**config.mk**
```make
export PLATFORM = sky130hd
export DESIGN_NAME = mbd_baseband
export DESIGN_NICKNAME = d
export VERILOG_FILES = /design/src/hw/mbd_pkg.sv /design/src/hw/mbd_baseband.sv
export SDC_FILE = /design/constraint.sdc
export NUM_CORES = 2
export LEC_CHECK = 0
export BUFFER_PORTS_ARGS = -buffer_cell sky130_fd_sc_hd__buf_2
export CAP_MARGIN = 10
export CELL_PAD_IN_SITES_DETAIL_PLACEMENT = 2
export CELL_PAD_IN_SITES_GLOBAL_PLACEMENT = 2
export CORE_MARGIN = 2
export CORE_UTILIZATION = 30
export CTS_BUF_LIST = sky130_fd_sc_hd__clkbuf_16
export CTS_CLUSTER_SIZE = 28
export DETAILED_ROUTE_END_ITERATION = 16
export PLACE_DENSITY_LB_ADDON = 0.1
export SETUP_SLACK_MARGIN = 0.15
export SLEW_MARGIN = 30
export SYNTH_ARGS = -nofsm -noshare
export SYNTH_HDL_FRONTEND = slang
export SYNTH_SLANG_ARGS = --single-unit
```
**constraint.sdc**
```tcl
create_clock -name core_clk_i -period 4.97 [get_ports core_clk_i]
set_input_delay 0.497 -clock core_clk_i [delete_from_list [all_inputs] [get_ports core_clk_i]]
set_output_delay 0.497 -clock core_clk_i [all_outputs]
set_load 0.01 [all_outputs]
```
**src/hw/mbd_pkg.sv**
```systemverilog
package mbd_pkg;
    // ==================================================
    // Timing
    // ==================================================
    localparam int unsigned CLK_HZ = 10_000_000;
    localparam int unsigned BIT_RATE = 250_000;
    localparam int unsigned BIT_CYC = CLK_HZ / BIT_RATE;
    localparam int unsigned ED_PERIOD_US = 40;
    localparam int unsigned ED_CYC = ED_PERIOD_US * (CLK_HZ / 1_000_000);
    // Protocol intervals, counted in bit periods (4 bits per symbol).
    localparam logic [15:0] BO_TICKS = 16'h0050;
    localparam logic [15:0] CCA_TICKS = 16'h0020;
    localparam logic [15:0] TURN_TICKS = 16'h0030;
    localparam logic [15:0] ACKW_TICKS = 16'h00d8;
    localparam logic [2:0] MIN_BE = 3'h3;
    localparam logic [2:0] MAX_BE = 3'h5;
    localparam logic [2:0] MAX_NB = 3'h4;
    // ==================================================
    // Register map, word index on the register port
    // ==================================================
    localparam logic [7:0] REG_CTRL = 8'h00;
    localparam logic [7:0] REG_TXCFG = 8'h01;
    localparam logic [7:0] REG_DEST = 8'h02;
    localparam logic [7:0] REG_TIMER = 8'h03;
    localparam logic [7:0] REG_EDTHR = 8'h04;
    localparam logic [7:0] REG_STATUS = 8'h05;
    localparam logic [7:0] REG_FCTL = 8'h06;
    localparam logic [1:0] WIN_TXBUF = 2'h1;
    localparam logic [1:0] WIN_RXBUF = 2'h2;
    localparam int unsigned BUF_DEPTH = 64;
    // Control bit positions.
    localparam int CTL_RX_ON = 0;
    localparam int CTL_RXDIV = 1;
    localparam int CTL_TXDIV = 2;
    localparam int CTL_AUTOACK = 3;
    localparam int CTL_IRQ_RX = 4;
    localparam int CTL_IRQ_ACK = 5;
    localparam int CTL_INV_EN = 6;
    localparam int CTL_CCA_LSB = 8;
    // Status bits cleared by writing one.
    localparam int ST_TX_OK = 1;
    localparam int ST_TX_FAIL = 2;
    localparam int ST_RX_DONE = 3;
    // Frame layout.
    localparam logic [6:0] HDR_BYTES = 7'h05;
    localparam logic [6:0] ACK_BYTES = 7'h03;
    localparam logic [15:0] CRC_POLY = 16'h8408;
    localparam logic [2:0] FT_ACK = 3'h2;
    localparam int FC_ACKREQ = 5;
    localparam logic [31:0] CTRL_RST = 32'h0000_0000;
    localparam logic [7:0] EDTHR_RST = 8'h40;

    typedef enum logic [1:0] {CCA_ED_OR_CS, CCA_ED, CCA_CS, CCA_ED_AND_CS} mbd_cca_t;
    typedef enum {ST_IDLE, ST_BACKOFF, ST_CCA, ST_TURN, ST_TX, ST_ACKWAIT} mbd_state_t;
endpackage : mbd_pkg

```
**src/hw/mbd_baseband.sv**
```systemverilog
// Implementation choices: the address-and-strobe port and the register addresses.
`timescale 1ns/10ps
module mbd_baseband (
    // Clock and reset
    input wire logic core_clk_i,
    input wire logic rstn_i,
    // Register port
    input wire logic [7:0] reg_addr_i,
    input wire logic [31:0] reg_wdata_i,
    input wire logic reg_wr_i,
    input wire logic reg_rd_i,
    output logic [31:0] reg_rdata_o,
    // Modem transmit side
    output logic tx_on_o,
    output logic tx_bit_o,
    output logic tx_bit_vld_o,
    // Modem receive side
    input wire logic rx_bit_i,
    input wire logic rx_bit_vld_i,
    input wire logic rx_busy_i,
    input wire logic rx_end_i,
    input wire logic [7:0] lqi_i,
    input wire logic preamble_ok_i,
    input wire logic cca_ed_i,
    input wire logic cca_cs_i,
    // Energy detection
    output logic ed_req_o,
    input wire logic ed_valid_i,
    input wire logic [7:0] ed_level_i,
    // Interrupts and antenna switch
    output logic irq_rx_o,
    output logic irq_ack_o,
    output logic antenna_select_primary_o,
    output logic antenna_select_inverse_o
);
    // ==================================================
    // Registers and buffers
    // ==================================================
    logic [31:0] ctrl_r;
    logic [31:0] txcfg_r;
    logic [15:0] dest_r;
    logic [15:0] fctl_r;
    logic [7:0] edthr_r;
    logic [15:0] tmr_r;
    logic tmr_arm_r;
    logic tx_req_r;
    logic tx_ok_r;
    logic tx_fail_r;
    logic rx_done_r;
    logic crc_ok_r;
    logic [7:0] lqi_r;
    logic [6:0] rx_len_r;
    logic [7:0] txbuf [mbd_pkg::BUF_DEPTH];
    logic [7:0] rxbuf [mbd_pkg::BUF_DEPTH];

    wire sel_word = (reg_addr_i[7:6] == 2'h0);
    wire wr_ctrl = reg_wr_i && sel_word && reg_addr_i == mbd_pkg::REG_CTRL;
    wire wr_txcfg = reg_wr_i && reg_addr_i == mbd_pkg::REG_TXCFG;
    wire wr_dest = reg_wr_i && reg_addr_i == mbd_pkg::REG_DEST;
    wire wr_tmr = reg_wr_i && reg_addr_i == mbd_pkg::REG_TIMER;
    wire wr_thr = reg_wr_i && reg_addr_i == mbd_pkg::REG_EDTHR;
    wire wr_stat = reg_wr_i && reg_addr_i == mbd_pkg::REG_STATUS;
    wire wr_fctl = reg_wr_i && reg_addr_i == mbd_pkg::REG_FCTL;
    wire wr_txbuf = reg_wr_i && reg_addr_i[7:6] == mbd_pkg::WIN_TXBUF;

    // ==================================================
    // Bit-rate divider
    // ==================================================
    logic [5:0] div_r;
    logic bit_en;
    assign bit_en = (div_r == 6'(mbd_pkg::BIT_CYC - 1));
    always_ff @(posedge core_clk_i or negedge rstn_i) begin
        if (!rstn_i) div_r <= 6'h0;
        else div_r <= bit_en ? 6'h0 : div_r + 6'h1;
    end

    // ==================================================
    // Sequencer state
    // ==================================================
    mbd_pkg::mbd_state_t state_r;
    localparam mbd_pkg::mbd_state_t ST_IDLE = mbd_pkg::ST_IDLE;
    localparam mbd_pkg::mbd_state_t ST_BACKOFF = mbd_pkg::ST_BACKOFF;
    localparam mbd_pkg::mbd_state_t ST_CCA = mbd_pkg::ST_CCA;
    localparam mbd_pkg::mbd_state_t ST_TURN = mbd_pkg::ST_TURN;
    localparam mbd_pkg::mbd_state_t ST_TX = mbd_pkg::ST_TX;
    localparam mbd_pkg::mbd_state_t ST_ACKWAIT = mbd_pkg::ST_ACKWAIT;
    logic [15:0] cnt_r;
    logic [2:0] nb_r;
    logic [2:0] be_r;
    logic [2:0] retry_r;
    logic is_ack_r;
    logic [7:0] ack_seq_r;
    logic ack_pend_r;
    logic ack_match_r;
    logic [15:0] lfsr_r;
    logic [15:0] crc_r;
    logic [6:0] byte_idx_r;
    logic [2:0] bit_idx_r;

    wire [2:0] max_retry = txcfg_r[10:8];
    wire [6:0] tx_len = txcfg_r[6:0];
    wire ack_req = fctl_r[mbd_pkg::FC_ACKREQ];
    wire [6:0] body_bytes = is_ack_r ? mbd_pkg::ACK_BYTES : mbd_pkg::HDR_BYTES + tx_len;
    wire in_fcs = (byte_idx_r >= body_bytes);
    wire tx_last = (byte_idx_r == body_bytes + 7'h1) && (bit_idx_r == 3'h7);
    wire [6:0] pay_idx = byte_idx_r - mbd_pkg::HDR_BYTES;
    wire [7:0] rnd_mask = 8'((9'h1 << be_r) - 9'h1);
    wire [15:0] bo_load = 16'({8'h0, lfsr_r[7:0] & rnd_mask} * mbd_pkg::BO_TICKS) + 16'h1;
    wire [1:0] cca_mode = ctrl_r[mbd_pkg::CTL_CCA_LSB +: 2];
    logic [7:0] tx_byte;
    logic cca_busy;

    always_comb begin
        tx_byte = txbuf[pay_idx[5:0]];
        if (is_ack_r) begin
            case (byte_idx_r[1:0])
                2'h0: tx_byte = {5'h0, mbd_pkg::FT_ACK};
                2'h1: tx_byte = 8'h00;
                default: tx_byte = ack_seq_r;
            endcase
        end else if (byte_idx_r < mbd_pkg::HDR_BYTES) begin
            case (byte_idx_r[2:0])
                3'h0: tx_byte = fctl_r[7:0];
                3'h1: tx_byte = fctl_r[15:8];
                3'h2: tx_byte = txcfg_r[23:16];
                3'h3: tx_byte = dest_r[7:0];
                default: tx_byte = dest_r[15:8];
            endcase
        end
    end

    always_comb begin
        case (mbd_pkg::mbd_cca_t'(cca_mode))
            mbd_pkg::CCA_ED: cca_busy = cca_ed_i;
            mbd_pkg::CCA_CS: cca_busy = cca_cs_i;
            mbd_pkg::CCA_ED_AND_CS: cca_busy = cca_ed_i & cca_cs_i;
            default: cca_busy = cca_ed_i | cca_cs_i;
        endcase
    end

    wire tx_bit = in_fcs ? crc_r[0] : tx_byte[bit_idx_r];
    wire crc_fb = crc_r[0] ^ tx_bit;

    // ==================================================
    // Transmit, CSMA/CA and acknowledgement sequencer
    // ==================================================
    always_ff @(posedge core_clk_i or negedge rstn_i) begin
        if (!rstn_i) begin
            state_r <= ST_IDLE;
            cnt_r <= 16'h0;
            nb_r <= 3'h0;
            be_r <= mbd_pkg::MIN_BE;
            retry_r <= 3'h0;
            is_ack_r <= 1'b0;
            crc_r <= 16'h0;
            byte_idx_r <= 7'h0;
            bit_idx_r <= 3'h0;
            tx_on_o <= 1'b0;
            tx_bit_o <= 1'b0;
            tx_bit_vld_o <= 1'b0;
            tx_ok_r <= 1'b0;
            tx_fail_r <= 1'b0;
            irq_ack_o <= 1'b0;
        end else begin
            tx_bit_vld_o <= 1'b0;
            irq_ack_o <= 1'b0;
            if (wr_stat && reg_wdata_i[mbd_pkg::ST_TX_OK]) tx_ok_r <= 1'b0;
            if (wr_stat && reg_wdata_i[mbd_pkg::ST_TX_FAIL]) tx_fail_r <= 1'b0;
            case (state_r)
                ST_IDLE: begin
                    if (ack_pend_r) begin
                        is_ack_r <= 1'b1;
                        cnt_r <= mbd_pkg::TURN_TICKS;
                        state_r <= ST_TURN;
                    end else if (tx_req_r) begin
                        is_ack_r <= 1'b0;
                        retry_r <= 3'h0;
                        nb_r <= 3'h0;
                        be_r <= mbd_pkg::MIN_BE;
                        cnt_r <= 16'h1;
                        state_r <= ST_BACKOFF;
                    end
                end
                ST_BACKOFF, ST_TURN: begin
                    if (bit_en) begin
                        cnt_r <= cnt_r - 16'h1;
                        if (cnt_r == 16'h1 && state_r == ST_TURN) begin
                            state_r <= ST_TX;
                            tx_on_o <= 1'b1;
                        end else if (cnt_r == 16'h1) begin
                            cnt_r <= mbd_pkg::CCA_TICKS;
                            state_r <= ST_CCA;
                        end
                    end
                    crc_r <= 16'h0;
                    byte_idx_r <= 7'h0;
                    bit_idx_r <= 3'h0;
                end
                ST_CCA: begin
                    if (bit_en) begin
                        cnt_r <= cnt_r - 16'h1;
                        if (cnt_r == 16'h1 && !cca_busy) begin
                            state_r <= ST_TX;
                            tx_on_o <= 1'b1;
                        end else if (cnt_r == 16'h1 && nb_r == mbd_pkg::MAX_NB) begin
                            tx_fail_r <= 1'b1;
                            state_r <= ST_IDLE;
                        end else if (cnt_r == 16'h1) begin
                            nb_r <= nb_r + 3'h1;
                            be_r <= (be_r == mbd_pkg::MAX_BE) ? be_r : be_r + 3'h1;
                            cnt_r <= bo_load;
                            state_r <= ST_BACKOFF;
                        end
                    end
                end
                ST_TX: begin
                    if (bit_en) begin
                        tx_bit_o <= tx_bit;
                        tx_bit_vld_o <= 1'b1;
                        bit_idx_r <= bit_idx_r + 3'h1;
                        if (bit_idx_r == 3'h7) byte_idx_r <= byte_idx_r + 7'h1;
                        if (in_fcs) crc_r <= {1'b0, crc_r[15:1]};
                        else crc_r <= {1'b0, crc_r[15:1]} ^ (crc_fb ? mbd_pkg::CRC_POLY : 16'h0);
                        if (tx_last) begin
                            tx_on_o <= 1'b0;
                            state_r <= ST_IDLE;
                            if (is_ack_r) irq_ack_o <= ctrl_r[mbd_pkg::CTL_IRQ_ACK];
                            else if (ack_req) begin
                                cnt_r <= mbd_pkg::ACKW_TICKS;
                                state_r <= ST_ACKWAIT;
                            end else tx_ok_r <= 1'b1;
                        end
                    end
                end
                ST_ACKWAIT: begin
                    if (ack_match_r) begin
                        tx_ok_r <= 1'b1;
                        state_r <= ST_IDLE;
                    end else if (bit_en) begin
                        cnt_r <= cnt_r - 16'h1;
                        if (cnt_r == 16'h1 && retry_r == max_retry) begin
                            tx_fail_r <= 1'b1;
                            state_r <= ST_IDLE;
                        end else if (cnt_r == 16'h1) begin
                            retry_r <= retry_r + 3'h1;
                            nb_r <= 3'h0;
                            be_r <= mbd_pkg::MIN_BE;
                            cnt_r <= 16'h1;
                            state_r <= ST_BACKOFF;
                        end
                    end
                end
                default: state_r <= ST_IDLE;
            endcase
        end
    end

    // ==================================================
    // Protocol timer and random source
    // ==================================================
    always_ff @(posedge core_clk_i or negedge rstn_i) begin
        if (!rstn_i) begin
            tmr_r <= 16'h0;
            tmr_arm_r <= 1'b0;
            tx_req_r <= 1'b0;
            lfsr_r <= 16'hace1;
        end else begin
            lfsr_r <= {lfsr_r[14:0], lfsr_r[15] ^ lfsr_r[13] ^ lfsr_r[12] ^ lfsr_r[10]};
            if (wr_tmr) begin
                tmr_r <= reg_wdata_i[15:0];
                tmr_arm_r <= 1'b1;
            end else if (tmr_arm_r && bit_en) begin
                tmr_r <= tmr_r - 16'h1;
                if (tmr_r == 16'h0) begin
                    tmr_arm_r <= 1'b0;
                    tmr_r <= 16'h0;
                    tx_req_r <= 1'b1;
                end
            end
            // A launch request left over from a busy period is taken on the next idle.
            if (state_r == ST_IDLE && !ack_pend_r && tx_req_r) tx_req_r <= 1'b0;
        end
    end

    // ==================================================
    // Receive path
    // ==================================================
    logic [7:0] rx_sh_r;
    logic [2:0] rx_bits_r;
    logic [15:0] rx_crc_r;
    logic [7:0] rx_fc_r;
    logic [7:0] rx_seq_r;
    wire rx_byte = rx_bit_vld_i && rx_bits_r == 3'h7;
    wire [7:0] rx_new = {rx_bit_i, rx_sh_r[7:1]};
    wire rx_crc_fb = rx_crc_r[0] ^ rx_bit_i;
    wire rx_is_ack = rx_fc_r[2:0] == mbd_pkg::FT_ACK;
    wire rx_good = rx_end_i && rx_crc_r == 16'h0;

    always_ff @(posedge core_clk_i) begin
        if (rx_byte && rx_len_r < 7'(mbd_pkg::BUF_DEPTH)) rxbuf[rx_len_r[5:0]] <= rx_new;
        if (wr_txbuf) txbuf[reg_addr_i[5:0]] <= reg_wdata_i[7:0];
    end

    always_ff @(posedge core_clk_i or negedge rstn_i) begin
        if (!rstn_i) begin
            rx_sh_r <= 8'h0;
            rx_bits_r <= 3'h0;
            rx_crc_r <= 16'h0;
            rx_fc_r <= 8'h0;
            rx_seq_r <= 8'h0;
            rx_len_r <= 7'h0;
            rx_done_r <= 1'b0;
            crc_ok_r <= 1'b0;
            lqi_r <= 8'h0;
            ack_pend_r <= 1'b0;
            ack_match_r <= 1'b0;
            ack_seq_r <= 8'h0;
            irq_rx_o <= 1'b0;
        end else begin
            irq_rx_o <= 1'b0;
            ack_match_r <= 1'b0;
            if (wr_stat && reg_wdata_i[mbd_pkg::ST_RX_DONE]) rx_done_r <= 1'b0;
            if (rx_bit_vld_i) begin
                rx_sh_r <= rx_new;
                rx_bits_r <= rx_bits_r + 3'h1;
                rx_crc_r <= {1'b0, rx_crc_r[15:1]} ^ (rx_crc_fb ? mbd_pkg::CRC_POLY : 16'h0);
            end
            if (rx_byte) begin
                if (rx_len_r == 7'h0) rx_fc_r <= rx_new;
                if (rx_len_r == 7'h2) rx_seq_r <= rx_new;
                if (rx_len_r != 7'h7f) rx_len_r <= rx_len_r + 7'h1;
            end
            if (state_r == ST_TURN) ack_pend_r <= 1'b0;
            if (rx_end_i) begin
                crc_ok_r <= rx_crc_r == 16'h0;
                lqi_r <= lqi_i;
                rx_done_r <= 1'b1;
                irq_rx_o <= ctrl_r[mbd_pkg::CTL_IRQ_RX];
                rx_bits_r <= 3'h0;
                rx_crc_r <= 16'h0;
                if (rx_good && rx_is_ack && state_r == ST_ACKWAIT) ack_match_r <= rx_seq_r == txcfg_r[23:16];
                if (rx_good && !rx_is_ack && rx_fc_r[mbd_pkg::FC_ACKREQ] && ctrl_r[mbd_pkg::CTL_AUTOACK]) begin
                    ack_pend_r <= 1'b1;
                    ack_seq_r <= rx_seq_r;
                end
            end else if (rx_busy_i && !rx_bit_vld_i && rx_bits_r == 3'h0 && rx_done_r == 1'b0) begin
                rx_len_r <= rx_len_r;
            end
            // A new frame restarts the byte count only while the receiver is switched off (CTL_RX_ON clear).
            if (rx_end_i) rx_len_r <= rx_len_r;
            else if (rx_busy_i && !rx_bit_vld_i && rx_len_r != 7'h0 && rx_bits_r == 3'h0 && !ctrl_r[0])
                rx_len_r <= 7'h0;
        end
    end

    // ==================================================
    // Antenna diversity
    // ==================================================
    logic [8:0] ed_cnt_r;
    logic [8:0] pre_age_r;
    logic sw_pend_r;
    logic ant_rx_r;
    wire rxdiv_run = ctrl_r[mbd_pkg::CTL_RXDIV] && ctrl_r[mbd_pkg::CTL_RX_ON] && state_r == ST_IDLE;
    wire ed_tick = ed_cnt_r == 9'(mbd_pkg::ED_CYC - 1);
    wire pre_recent = pre_age_r < 9'(mbd_pkg::ED_CYC);
    wire tx_ant = ctrl_r[mbd_pkg::CTL_TXDIV] & retry_r[0];
    wire ant_sel = tx_ant ^ ant_rx_r;

    always_ff @(posedge core_clk_i or negedge rstn_i) begin
        if (!rstn_i) begin
            ed_cnt_r <= 9'h0;
            pre_age_r <= 9'(mbd_pkg::ED_CYC);
            sw_pend_r <= 1'b0;
            ant_rx_r <= 1'b0;
            ed_req_o <= 1'b0;
            antenna_select_primary_o <= 1'b0;
            antenna_select_inverse_o <= 1'b0;
        end else begin
            ed_cnt_r <= (!rxdiv_run || ed_tick) ? 9'h0 : ed_cnt_r + 9'h1;
            ed_req_o <= rxdiv_run && ed_tick;
            if (preamble_ok_i) pre_age_r <= 9'h0;
            else if (pre_pend_age(pre_age_r)) pre_age_r <= pre_age_r + 9'h1;
            if (ed_valid_i && rxdiv_run && ed_level_i < edthr_r && pre_recent) sw_pend_r <= 1'b1;
            // defer during receive or ack wait
            if (sw_pend_r && !rx_busy_i && state_r != ST_ACKWAIT) begin
                sw_pend_r <= 1'b0;
                ant_rx_r <= ~ant_rx_r;
            end
            antenna_select_primary_o <= ant_sel;
            antenna_select_inverse_o <= ctrl_r[mbd_pkg::CTL_INV_EN] & ~ant_sel;
        end
    end

    function automatic logic pre_pend_age(input logic [8:0] age);
        pre_pend_age = age < 9'(mbd_pkg::ED_CYC);
    endfunction : pre_pend_age

    // ==================================================
    // Register port
    // ==================================================
    always_ff @(posedge core_clk_i or negedge rstn_i) begin
        if (!rstn_i) begin
            ctrl_r <= mbd_pkg::CTRL_RST;
            txcfg_r <= 32'h0000_0000;
            dest_r <= 16'hffff;
            fctl_r <= 16'h0000;
            edthr_r <= mbd_pkg::EDTHR_RST;
        end else begin
            if (wr_ctrl) ctrl_r <= reg_wdata_i;
            if (wr_txcfg) txcfg_r <= reg_wdata_i;
            if (wr_dest) dest_r <= reg_wdata_i[15:0];
            if (wr_fctl) fctl_r <= reg_wdata_i[15:0];
            if (wr_thr) edthr_r <= reg_wdata_i[7:0];
        end
    end

    wire [31:0] status_w = {5'h0, retry_r, 1'b0, rx_len_r, lqi_r, 2'h0, ant_sel, crc_ok_r,
                            rx_done_r, tx_fail_r, tx_ok_r, state_r != ST_IDLE};
    logic [31:0] rd_val;
    always_comb begin
        rd_val = 32'h0000_0000;
        case (reg_addr_i)
            mbd_pkg::REG_CTRL: rd_val = ctrl_r;
            mbd_pkg::REG_TXCFG: rd_val = txcfg_r;
            mbd_pkg::REG_DEST: rd_val = {16'h0, dest_r};
            mbd_pkg::REG_TIMER: rd_val = {15'h0, tmr_arm_r, tmr_r};
            mbd_pkg::REG_EDTHR: rd_val = {24'h0, edthr_r};
            mbd_pkg::REG_STATUS: rd_val = status_w;
            mbd_pkg::REG_FCTL: rd_val = {16'h0, fctl_r};
            default: begin
                if (reg_addr_i[7:6] == mbd_pkg::WIN_TXBUF) rd_val = {24'h0, txbuf[reg_addr_i[5:0]]};
                if (reg_addr_i[7:6] == mbd_pkg::WIN_RXBUF) rd_val = {24'h0, rxbuf[reg_addr_i[5:0]]};
            end
        endcase
    end

    always_ff @(posedge core_clk_i or negedge rstn_i) begin
        if (!rstn_i) reg_rdata_o <= 32'h0000_0000;
        else reg_rdata_o <= reg_rd_i ? rd_val : 32'h0000_0000;
    end
endmodule : mbd_baseband

```
==> metrics.txt <==
Pleak=24.9 nW; Clock Latency Late Sink=830 ps; #FFs+latches synth=1379; FMAX=0.223 GHz; vias per inst=5.28; wire length of the first global-routing pass=296000 um; effective utilization at floorplan=30.1%; CP max FO=17; antenna-violating nets left=0; Max-cap violations=0; Mean Syn Cell Area=17.2 um2; critical path endpoint=crc_r[3]; outcome=complete, no violations; xor-xnor portion of the synthesized cell area=0.961%; Comb pwr share=5.8%; Site Rows=165; internal power=20.1 mW; share of cells above drive strength 1=30.9%; Levels on crit path=16; P_sw=6.11 mW; Vias=35200; crit end category=flop; post-cts resize count=0; fin crit period=4490 ps; worst hold-check path type=in2reg; period utilization=90.3%; Synth Area in Adders=1.20%; Post-synth EDFFs=1024; Pwr per Cell Area=367 mW/mm2; routed wire length=204000 um; top_reg_cell synth=edfxtp_1; Area Overhead vs Synth=17.4%; DRT iter0 DRCs=2838; Synth cell types=80; TritonCTS clock tree=yes; H-tree depth=4; total gr overflow=0; R2R depth=16; CP cell instances=buf_4, inv_1, ha_4, buf_12, buf_12, buf_4, mux4_2, mux4_2, nand2_1, a21oi_1, a311oi_1, a211oi_1, o32a_1, and4_1, a311oi_1, nand2_1; multiplexer area fraction after synthesis=21.4%; Arr. time, crit path=5170 ps; Setup-failing EPs final=0; CTS Buffer Depth=3; Power Total=26.2 mW; Critical Path Start=byte_idx_r[1]; Synth warnings=0; clock power share=45.2%; synthesized instance count=3545; crit path kind=reg2reg; routed len/inst=30.6 um; main combinational cell family by area after synthesis=multiplexers; filler cell count=19800; Post-DP HPWL=135000 um; RR Endpoint=crc_r[3]; number of global-route vias before repair=38500; router iterations before antenna repair=7; clock root buffer=clkbuf_16; setup repair bufs after CTS=0; Die Y-Extent=455 um; commonest non-fill, non-tap cell in the layout=edfxtp_1; r2r startpoint=byte_idx_r[1]; Num CTS Buffers=164; fraction of the mapped netlist area in compound gates=4.06%; crit start category=flop; fin. max-slew vios=0; sequential share of power=49.0%; sequential cell area fraction in the yosys report=65.1%; largest net degree at the start of global routing=103; # hold bufs at CTS=36; Required @ worst endpoint=5650 ps; Die Footprint=0.207 mm2; Layout Skew=26.0 ps; Relative slew margins=35.0%; Max IR drop VDD=0.305 mV; Final Hold Viols=0; most frequent cells in the layout=edfxtp_1 (1024), mux4_2 (482), dfrtp_1 (317); DRC Markers=0; actual transition at the worst max-transition pin=976 ps; Switching Fraction=23.3%; Die W=455 um; # clock sinks=1379; TNS Setup=0 ps; Total Routing Usage GR=20.0%; clk slew on worst S/H paths=50 ps; Worst path slowest cell=mux4_2; Post-synth ARST share=25.7%; WHS Path Cells=4; Layout Nets=3978; gp weighted congestion=0.772; unrepaired setup endpoints after global routing=no; port bufs=107; Core ar.=0.202 mm2; num ports=108; r2r setup slk=480 ps; CP bufs+invs=5; crit-path max cell delay=550 ps; Top delay family on crit path=compound AO/OA/AOI/OAI gates; Cell Area, Synth=0.0609 mm2; post-synthesis simple-gate area fraction=5.64%; initial antenna violation count=12
## worst min-delay path by stage
stage	slack [ps]	start	end
2_1_floorplan	200	rstn_i	ack_match_r
3_3_place_gp	340	lfsr_r[9]	lfsr_r[10]
3_5_place_dp	340	lfsr_r[8]	lfsr_r[9]
4_1_cts	20	reg_wdata_i[15]	tmr_r[15]
5_1_grt	70	reg_wdata_i[15]	fctl_r[15]
6_report	60	rx_busy_i	ant_rx_r
## registers in the layout, summed over array words and instances, names as in the netlist, 32 cells and up
register and count:
state_r 32, rxbuf 512, reg_rdata_o 32, ctrl_r 32, txbuf 512, txcfg_r 32
## power by group through the flow
stage	combinational (mW)	clock (mW)	sequential [mW]
3_3_place_gp	1.54	0	13.1
2_1_floorplan	0.623	0	13.2
6_report	1.53	11.9	12.9
5_1_grt	1.67	12.6	12.9
4_1_cts	1.60	12.2	12.9
3_5_place_dp	1.57	0	13.1
## per-stage QoR
| step | util (%) | setup WS, ps | std cells | cell area, um2 | hold WS [ps] |
|---|---|---|---|---|---|
| after detailed placement | 32.6 | 542 | 6322 | 65900 | 341 |
| final | 35.4 | 480 | 6667 | 71500 | 64.7 |
| after floorplan | - | 280 | 3573 | 61000 | 201 |
| after global placement | 32.6 | 543 | 6322 | 65900 | 337 |
| after global routing | 35.4 | 280 | 6663 | 71500 | 65.8 |
| after CTS | 35.4 | 515 | 6661 | 71500 | 18.0 |
## per-layer routing
layer / track usage (%) / vias up / wire (um)
li1: - / 14900 / -
met1: 28.2 / 19400 / 94000
met2: 32.6 / 736 / 98200
met3: 2.52 / 230 / 7460
met4: 5.15 / 0 / 4490
met5: 0 / - / 0
## cells in the mapped netlist, types with 21 or more instances
cell type / number / area share (%)
nor4_1: 23 / 0.24
xnor2_1: 28 / 0.40
mux2_2: 149 / 2.8
xor2_1: 37 / 0.53
dfstp_2: 30 / 1.3
nand2b_1: 23 / 0.24
mux4_2: 482 / 18
nor3_1: 53 / 0.44
clkbuf_1: 147 / 0.91
nand2_1: 199 / 1.2
nor2_1: 259 / 1.6
dfrtp_1: 325 / 13
a22oi_1: 51 / 0.63
nor2b_1: 22 / 0.23
o21ai_0: 78 / 0.64
inv_1: 37 / 0.23
or3_1: 21 / 0.22
buf_1: 43 / 0.26
mux2i_1: 49 / 0.80
edfxtp_1: 1024 / 50
ha_1: 57 / 1.2
buf_2: 23 / 0.19
a21oi_1: 68 / 0.56
nand3_1: 57 / 0.47
## cell type report
cell class	count	area, um2	share of cell area [%]
Sequential cell	1379	39700	55.5
Tap cell	2672	3340	4.67
Antenna cell	6	15.0	0.0210
Inverter	40	158	0.220
Clock buffer	169	4230	5.91
Multi-Input combinational cell	1939	20500	28.6
Timing Repair Buffer	328	2620	3.66
Clock inverter	134	1010	1.41
## kinds of logic after synthesis
group                    after synthesis
other                                  1
flip-flops                          1379
buffers and inverters                255
XOR/XNOR                              66
multiplexers                         680
adder cells (fa/ha/maj)               58
AND/OR/NAND/NOR                      743
AO/OA/AOI/OAI                        363
## worst register-to-register path: cells and delay by family, from the launching register on
kind | cells | cell delay, ps
mux | 2 | 850
buf+inv | 5 | 930
fa+ha+maj | 1 | 510
simple gates | 3 | 530
compound gates | 5 | 1210
flops | 1 | 330
No activity file was read; power rests on OpenSTA's default activity.
